File: src/vst_pkg.sv
// Purpose: Shared constants and types for the video sync timing generator.
// Assumes: One 200 MHz clock; timing values are 12-bit counts.
// Notes:   Monitor configuration field positions and codes live here only.
package vst_pkg;
  localparam int unsigned TW          = 12;      // Width of every timing value.
  localparam logic [11:0] TIME_ZERO   = 12'h000; // Counter restart value.
  localparam logic [11:0] TIME_ONE    = 12'h001; // Counter step.
  // Monitor configuration register layout.
  localparam int unsigned CFG_W       = 8;       // Register width.
  localparam int unsigned CFG_ACC_LO  = 0;       // Acceleration field, low bit.
  localparam int unsigned CFG_ACC_HI  = 1;       // Acceleration field, high bit.
  localparam int unsigned CFG_SLV_A   = 2;       // Slave select, first bit.
  localparam int unsigned CFG_SLV_B   = 3;       // Slave select, second bit.
  localparam int unsigned CFG_ILC_LO  = 4;       // Interlace setting, low bit.
  localparam int unsigned CFG_ILC_HI  = 5;       // Interlace setting, high bit.
  localparam logic [7:0]  CFG_RESET   = 8'h00;   // All zero: internal, plain.
  localparam logic [7:0]  PIX_DEFAULT = 8'h00;   // Reset default pixel value.
  // Acceleration factors as shift amounts: 1, 2, 4, 8.
  localparam logic [1:0]  ACC_X1      = 2'h0;
  localparam logic [1:0]  ACC_X8      = 2'h3;

  // Interlace setting codes.
  typedef enum logic [1:0]
  {
    VST_NONINT   = 2'h0,
    VST_INTERL   = 2'h1,
    VST_INT_SYNC = 2'h2,
    VST_RSVD     = 2'h3
  } vst_ilc_t;
endpackage

File: src/vst_tim_if.sv
// Purpose: Carrier of the eight live timing values between the generator modules.
// Assumes: All values change together on one clock edge.
// Notes:   Driven by the shadow bank, read by the raster counters.
`timescale 1ns/1ps
interface vst_tim_if;
  logic [11:0] line_sync_end;      // Last line-sync pixel count.
  logic [11:0] line_active_begin;  // First active pixel count.
  logic [11:0] line_active_end;    // First blank pixel after active span.
  logic [11:0] line_total_count;   // Last pixel count of a line.
  logic [11:0] frame_sync_end;     // Last frame-sync line.
  logic [11:0] frame_active_begin; // First active line.
  logic [11:0] frame_active_end;   // First blank line after active span.
  logic [11:0] frame_total_count;  // Last line of a field.
  modport src (output line_sync_end, line_active_begin, line_active_end, line_total_count,
               output frame_sync_end, frame_active_begin, frame_active_end,
               output frame_total_count);
  modport dst (input line_sync_end, line_active_begin, line_active_end, line_total_count,
               input frame_sync_end, frame_active_begin, frame_active_end,
               input frame_total_count);
endinterface

File: src/vst_gen.sv
// Purpose: Raster sync and blanking timing generator for a display processor.
// Assumes: clk is the pixel input clock; slave sync inputs come from pins.
// Notes:   Pixel fetch, windows and memory are outside this block.
`timescale 1ns/1ps
module vst_gen
(
  input  wire logic        clk,
  input  wire logic        reset_n,
  input  wire logic        stage_wr,
  input  wire logic [2:0]  stage_sel,
  input  wire logic [11:0] stage_data,
  input  wire logic        cfg_stage_wr,
  input  wire logic [7:0]  cfg_stage_data,
  input  wire logic        load_every_register_cmd,
  input  wire logic        refresh_enable_bit,
  input  wire logic [7:0]  default_pixel,
  input  wire logic        ext_line_sync_in,
  input  wire logic        ext_frame_sync_in,
  input  wire logic        ext_blank_in,
  output logic             line_sync_out,
  output logic             line_sync_oe,
  output logic             frame_sync_out,
  output logic             frame_sync_oe,
  output logic             blank_out,
  output logic             blank_oe,
  output logic [7:0]       pixel_output_bus,
  output logic [3:0]       effective_pixel_rate,
  output logic             odd_field,
  output logic             line_pair_repeat,
  output logic             fetch_request
);
  vst_tim_if tim (); // Live timing values.

  logic [7:0]  cfg_stage_q;  // Staged monitor configuration.
  logic [7:0]  cfg_q;        // Live monitor configuration register.
  logic        cfg_seen_q;   // Configuration has been loaded once.
  logic [11:0] hcnt_q;       // Pixel count in the line.
  logic [11:0] vcnt_q;       // Line count in the field.
  logic        field_q;      // High during the second field.
  logic        hs_q;         // Internally made line sync.
  logic        vs_q;         // Internally made frame sync.
  logic        bl_q;         // Internally made blanking.
  logic [1:0]  ls_s_q;       // Slave line sync synchroniser.
  logic [1:0]  fs_s_q;       // Slave frame sync synchroniser.
  logic [1:0]  bk_s_q;       // Slave blank synchroniser.
  logic [1:0]  ref_s_q;      // Refresh enable, passed through two flops before use.
  logic        line_wrap;    // Last pixel of the line.
  logic        field_wrap;   // Last line of the field.
  logic        slave;        // Slave video mode selected.
  logic        interl;       // Interlaced sync timing selected.
  logic [1:0]  acc;          // Acceleration code.
  logic [11:0] vsync_len;    // Effective frame sync end for this field.

  vst_bank u_bank
  (
    .clk        (clk),
    .reset_n    (reset_n),
    .stage_wr   (stage_wr),
    .stage_sel  (stage_sel),
    .stage_data (stage_data),
    .load_all   (load_every_register_cmd),
    .tim        (tim.src)
  );

  assign acc        = cfg_q[vst_pkg::CFG_ACC_HI:vst_pkg::CFG_ACC_LO];
  assign slave      = cfg_q[vst_pkg::CFG_SLV_A] & cfg_q[vst_pkg::CFG_SLV_B];
  assign interl     = (cfg_q[vst_pkg::CFG_ILC_HI:vst_pkg::CFG_ILC_LO] == 2'(vst_pkg::VST_INTERL))
                   || (cfg_q[vst_pkg::CFG_ILC_HI:vst_pkg::CFG_ILC_LO] == 2'(vst_pkg::VST_INT_SYNC));
  assign line_wrap  = (hcnt_q >= tim.line_total_count);
  assign field_wrap = (vcnt_q >= tim.frame_total_count);
  // The second interlaced field starts half a line late, so its sync ends one line later.
  assign vsync_len  = (interl && field_q) ? tim.frame_sync_end + vst_pkg::TIME_ONE
                                          : tim.frame_sync_end;

  // Configuration staging and the load that makes it live together with timing.
  always_ff @(posedge clk)
  begin
    if (!reset_n)
    begin
      cfg_stage_q <= vst_pkg::CFG_RESET;
      cfg_q       <= vst_pkg::CFG_RESET;
      cfg_seen_q  <= 1'b0;
    end
    else
    begin
      if (cfg_stage_wr)
      begin
        cfg_stage_q <= cfg_stage_data;
      end
      if (load_every_register_cmd)
      begin
        cfg_q      <= cfg_stage_q;
        cfg_seen_q <= 1'b1;
      end
    end
  end

  // Horizontal counter; the compare uses >= so a shrunk line never runs away.
  always_ff @(posedge clk)
  begin
    if (!reset_n || line_wrap)
    begin
      hcnt_q <= vst_pkg::TIME_ZERO;
    end
    else
    begin
      hcnt_q <= hcnt_q + vst_pkg::TIME_ONE;
    end
  end

  // Vertical counter and field parity; total plus one lines per field.
  always_ff @(posedge clk)
  begin
    if (!reset_n)
    begin
      vcnt_q  <= vst_pkg::TIME_ZERO;
      field_q <= 1'b0;
    end
    else if (line_wrap)
    begin
      if (field_wrap)
      begin
        vcnt_q  <= vst_pkg::TIME_ZERO;
        field_q <= interl ? ~field_q : 1'b0;
      end
      else
      begin
        vcnt_q <= vcnt_q + vst_pkg::TIME_ONE;
      end
    end
  end

  // Internal sync and blank, registered so they follow the counts one clock behind.
  always_ff @(posedge clk)
  begin
    if (!reset_n)
    begin
      hs_q <= 1'b0;
      vs_q <= 1'b0;
      bl_q <= 1'b1;
    end
    else
    begin
      hs_q <= (hcnt_q <= tim.line_sync_end);
      vs_q <= (vcnt_q <= vsync_len);
      bl_q <= !((hcnt_q >= tim.line_active_begin) && (hcnt_q < tim.line_active_end)
             && (vcnt_q >= tim.frame_active_begin) && (vcnt_q < tim.frame_active_end));
    end
  end

  // Slave inputs come from pins, so each passes two flops first.
  always_ff @(posedge clk)
  begin
    if (!reset_n)
    begin
      ls_s_q  <= 2'h0;
      fs_s_q  <= 2'h0;
      bk_s_q  <= 2'h3;
      ref_s_q <= 2'h0;
    end
    else
    begin
      ls_s_q  <= {ls_s_q[0], ext_line_sync_in};
      fs_s_q  <= {fs_s_q[0], ext_frame_sync_in};
      bk_s_q  <= {bk_s_q[0], ext_blank_in};
      ref_s_q <= {ref_s_q[0], refresh_enable_bit};
    end
  end

  // Pin drivers; enables stay low until the configuration is loaded once.
  always_ff @(posedge clk)
  begin
    if (!reset_n)
    begin
      line_sync_out  <= 1'b0;
      frame_sync_out <= 1'b0;
      blank_out      <= 1'b1;
      line_sync_oe   <= 1'b0;
      frame_sync_oe  <= 1'b0;
      blank_oe       <= 1'b0;
    end
    else
    begin
      line_sync_out  <= hs_q;
      frame_sync_out <= vs_q;
      blank_out      <= slave ? bk_s_q[1] : bl_q;
      line_sync_oe   <= cfg_seen_q && !slave;
      frame_sync_oe  <= cfg_seen_q && !slave;
      blank_oe       <= cfg_seen_q && !slave;
    end
  end

  // Pixel side status: rate factor, field parity, pair repeat, fetch request.
  always_ff @(posedge clk)
  begin
    if (!reset_n)
    begin
      pixel_output_bus     <= vst_pkg::PIX_DEFAULT;
      effective_pixel_rate <= 4'h1;
      odd_field            <= 1'b0;
      line_pair_repeat     <= 1'b0;
      fetch_request        <= 1'b0;
    end
    else
    begin
      pixel_output_bus     <= default_pixel;
      effective_pixel_rate <= 4'h1 << acc;
      odd_field            <= slave ? fs_s_q[1] & ls_s_q[1] & 1'b0 : field_q;
      line_pair_repeat     <= (cfg_q[vst_pkg::CFG_ILC_HI:vst_pkg::CFG_ILC_LO]
                               == 2'(vst_pkg::VST_INT_SYNC));
      fetch_request        <= ref_s_q[1] && (slave ? !bk_s_q[1] : !bl_q);
    end
  end
endmodule

File: src/vst_bank.sv
// Purpose: Staged and live copies of the eight timing values.
// Assumes: Staging writes and the load-all command come from the same clock.
// Notes:   Live values only change on the load-every-register command.
`timescale 1ns/1ps
module vst_bank
(
  input  wire logic        clk,
  input  wire logic        reset_n,
  input  wire logic        stage_wr,
  input  wire logic [2:0]  stage_sel,
  input  wire logic [11:0] stage_data,
  input  wire logic        load_all,
  vst_tim_if.src           tim
);
  logic [11:0] stage_q [8]; // Staged values, written one at a time.
  logic [11:0] live_q  [8]; // Values the counters use.

  // Staging writes are held back from the counters so a half-written set never shows.
  always_ff @(posedge clk)
  begin
    if (!reset_n)
    begin
      for (int i = 0; i < 8; i++)
      begin
        stage_q[i] <= vst_pkg::TIME_ZERO;
      end
    end
    else if (stage_wr)
    begin
      stage_q[stage_sel] <= stage_data;
    end
  end

  // All eight move together; a write in the same cycle is caught the next load.
  always_ff @(posedge clk)
  begin
    if (!reset_n)
    begin
      for (int i = 0; i < 8; i++)
      begin
        live_q[i] <= vst_pkg::TIME_ZERO;
      end
    end
    else if (load_all)
    begin
      live_q <= stage_q;
    end
  end

  assign tim.line_sync_end      = live_q[0];
  assign tim.line_active_begin  = live_q[1];
  assign tim.line_active_end    = live_q[2];
  assign tim.line_total_count   = live_q[3];
  assign tim.frame_sync_end     = live_q[4];
  assign tim.frame_active_begin = live_q[5];
  assign tim.frame_active_end   = live_q[6];
  assign tim.frame_total_count  = live_q[7];
endmodule

File: config.mk
export PLATFORM = sky130hd
export DESIGN_NAME = vst_gen
export DESIGN_NICKNAME = d
export VERILOG_FILES = /design/src/vst_pkg.sv /design/src/vst_tim_if.sv /design/src/vst_gen.sv /design/src/vst_bank.sv
export SDC_FILE = /design/constraint.sdc
export NUM_CORES = 1
export LEC_CHECK = 0
export BUFFER_PORTS_ARGS = -buffer_cell sky130_fd_sc_hd__buf_2
export CORE_MARGIN = 1
export CORE_UTILIZATION = 48
export DETAILED_ROUTE_END_ITERATION = 10
export PLACE_DENSITY = 0.77
export REMOVE_ABC_BUFFERS = 1
export SLEW_MARGIN = 20
export SYNTH_ARGS = -nofsm -noshare
export SYNTH_HDL_FRONTEND = slang
export SYNTH_SLANG_ARGS = --single-unit
File: constraint.sdc
create_clock -name clk -period 5.1 [get_ports clk]
set_clock_uncertainty 0.15 [all_clocks]
set_input_delay 1.02 -clock clk [delete_from_list [all_inputs] [get_ports clk]]
set_output_delay 1.02 -clock clk [all_outputs]
set_load 0.01 [all_outputs]
==> results.md <==
* Outcome: completed
* Die ar. at 0.0257 sq mm
* RePlAce Congestion at 0.826
* Vias at 8726
* Initial Utilization at 49.2%
* Worst skew pair latency at roughly 520 ps
* CP Launch Type: register
* Number of H-tree levels at 1
* Antenna violations before repair at 4
* Chip Width at about 160 um
* Max IR drop VDD at 246 uV
* # DRC at 0
* Hold_buf cts at 0
* Sequence of cells on the critical path: inv_1 -> ha_1 -> nor2b_1 -> and4_1 -> and2_1 -> nand2_1 -> xor2_1 -> ha_1 -> a21o_1 -> a21o_1 -> a21oi_1 -> nor2_1 -> a2111oi_0 -> o21a_1
* Avg WL per Cell at 15.7 um
* Synthesized instance count at approximately 1300
* Leak at 5.32 nW
* Total GRT Usage at 20.4%
* CTS buffer count at 27
* I/O Buffers at 56
* Layout cell share with drive strength beyond 1 at 8.69%
* FP Rows at 57
* Top-count cell post-synth: dfxtp_1
* Core Footprint at 0.0245 sq mm
* CP max FO at 5
* Avg Cell Area, Syn at 9.18 sq um
* Post-CTS Setup Inserts at 0
* Hold_ws at 256 ps
* Place WS at 1870 ps
* Worst Hold Class: register to register
* Layout fillers at 2124
* Primary FF master, synth: dfxtp_1
* Top cell types by occurrence after synthesis: dfxtp_1, nand2_1, nor2b_1
* Pins over their slew limit at 0
* Sequential fraction of the synthesis area at 42.6%
* Vias in the first global route at between 8000 and 9000
* Clock sink total at 256
* Drt initial violations at 377
* TritonCTS clock tree: built
* Largest net degree at the start of global routing at 96
* Final ANT Viol Nets at 0
* Grt total ovfl at 0
* CP Data Arrival Time at 3590 ps
* Reg clk slew, reported paths at 70 ps
* Setup TNS at 0 ps
* PostCTS Resize Cnt at 0
* CP max-delay cell: a2111oi_0
* Max Cap Viol at 0
* RSZ-0062 raised after global routing: no
* Pwr Total at 4.35 mW
* WL final at 26.2 mm
* Top-area cell type share of the netlist area at between 40% and 50%
* Fraction of registers with async set/reset at 0%
* Post-route insts no fill at 1673
* Area of the multi-input gates at roughly 0.0062 sq mm
* Warnings, synthesis at 0
* Endpoints failing setup at 0
* Synth area leaders: dfxtp_1, ha_1, mux2i_1, nand2_1, nor2b_1
* PD cells at 325 mW/mm^2
* Final-report hold violation count at 0
* CP Class: register to register
* Worst setup EP type: register
* Fmax at 306 MHz
* CP top delay family: compound AO/OA/AOI/OAI gates
* Crit path buf inv count at 1
* IO Pins at ~60
* Tcrit/Tclk final at 64.0%
* Worst Max-Slew Pin Slew at between 1000 and 1500 ps
* CTS root buf: clkbuf_16
* Mapped cell area at between 0.01 and 0.015 sq mm
* Vias per cell at about 5.2
* Final Worst Setup Slack at 1840 ps
* Fin crit period at 3260 ps
* FF+latch count, synth at 256
* Bufs on Longest Clock Path at 3
* Post-synth EDFFs at 0
* Nets at 1465
* DP Wirelength at 16.9 mm
* Synth-to-layout area growth at 11.1%
* Die Ht at 160 um
* TritonRoute pass-1 iters at 5
* Slew headroom at 30.5%
* Worst stage delay on the critical path at ~380 ps
* Unique masters post-synth at 50
* Area leader, netlist: dfxtp_1
* Required time worst endpoint at approximately 5400 ps
* FF/Latch Area at 0.00512 sq mm
* # placed instances at 1622
* First-pass GRT wire length at 42.0 mm
cell type report:
class	count	share of cell area [%]
clock inverter	14	1.36
timing repair buffer	61	2.47
multi-input combinational	891	46.6
clock buffer	35	5.65
tap	324	3.03
antenna	2	0.0374
sequential	256	38.3
inverter	90	2.53
power breakdown:
group	internal, mW	switching [mW]	leakage [nW]
clock network	1.25	0.800	0.457
registers	2.04	0.0187	2.07
logic	0.0998	0.147	2.79
total	3.38	0.966	5.32
metrics by stage:
stage | cell area (sq um) | util, %
6_report | 13400 | 54.7
5_1_grt | 13400 | 54.7
4_1_cts | 13400 | 54.7
3_5_place_dp | 12400 | 50.8
3_3_place_gp | 12400 | 50.8
2_1_floorplan | 11700 | -
cells in the final DEF, fill, tap and decap left out, types with 8 or more instances in the layout:
master,instances
nand2b_1,8
a21boi_0,97
a21oi_1,24
clkbuf_16,27
and2_1,15
o21ai_0,18
nor2b_1,120
a21o_1,21
ha_1,98
nor2_1,37
buf_2,54
nand3_1,15
nand2_1,216
xnor2_1,9
nand4_1,19
dfxtp_1,256
and3_1,12
inv_1,90
xor2_1,13
mux2i_1,110
worst reg2reg max path, stage by stage (launching register included):
cell and delay (ps):
dfxtp_1 330, inv_1 40, ha_1 310, nor2b_1 320, and4_1 270, and2_1 200
nand2_1 90, xor2_1 150, ha_1 290, a21o_1 180, a21o_1 170, a21oi_1 140
nor2_1 50, a2111oi_0 380, o21a_1 150
per-layer routing:
metal | vias up | routed length, um | GRT usage (%)
li1 | 4414 | - | -
met1 | 4110 | 12400 | 27.2
met2 | 150 | 12000 | 33.4
met3 | 48 | 1090 | 3.15
met4 | 4 | 690 | 7.40
met5 | - | 25 | 0
cells by family (layout without fill, tap and decap cells):
group / count (synthesis) / in the layout / share of synthesized area (%)
compound gates: 193 / 193 / 11.7
xor+xnor: 22 / 22 / 1.60
fa+ha+maj: 98 / 98 / 10.2
buf+inv: 164 / 200 / 5.66
flops: 256 / 256 / 42.6
mux: 110 / 110 / 9.15
other cells: 0 / 2 / 0
simple gates: 468 / 468 / 19.2
state kept, by name, indices dropped and copies added, names as in the netlist, 4 cells and up:
signal	count
pixel_output_bus	8
effective_pixel_rate	4
u_bank.tim.frame_active_end	12
cfg_q	6
u_bank.tim.line_active_begin	12
hcnt_q	12
u_bank.tim.frame_active_begin	12
u_bank.tim.line_active_end	12
u_bank.stage_q	96
u_bank.tim.line_total_count	12
cfg_stage_q	6
u_bank.tim.line_sync_end	12
u_bank.tim.frame_sync_end	12
vcnt_q	12
u_bank.tim.frame_total_count	12
final timing paths:
| kind | cells past startpoint | endpoint | slack [ps] | startpoint |
|---|---|---|---|---|
| setup / recovery | 14 | vs_q | 1840 | cfg_q[4] |
| hold / removal | 1 | bk_s_q[1] | 260 | bk_s_q[0] |
| setup reg to reg | 14 | vs_q | 1840 | cfg_q[4] |
| hold reg to reg | 1 | bk_s_q[1] | 260 | bk_s_q[0] |
Note: power is estimated with default switching activity, not from simulation.
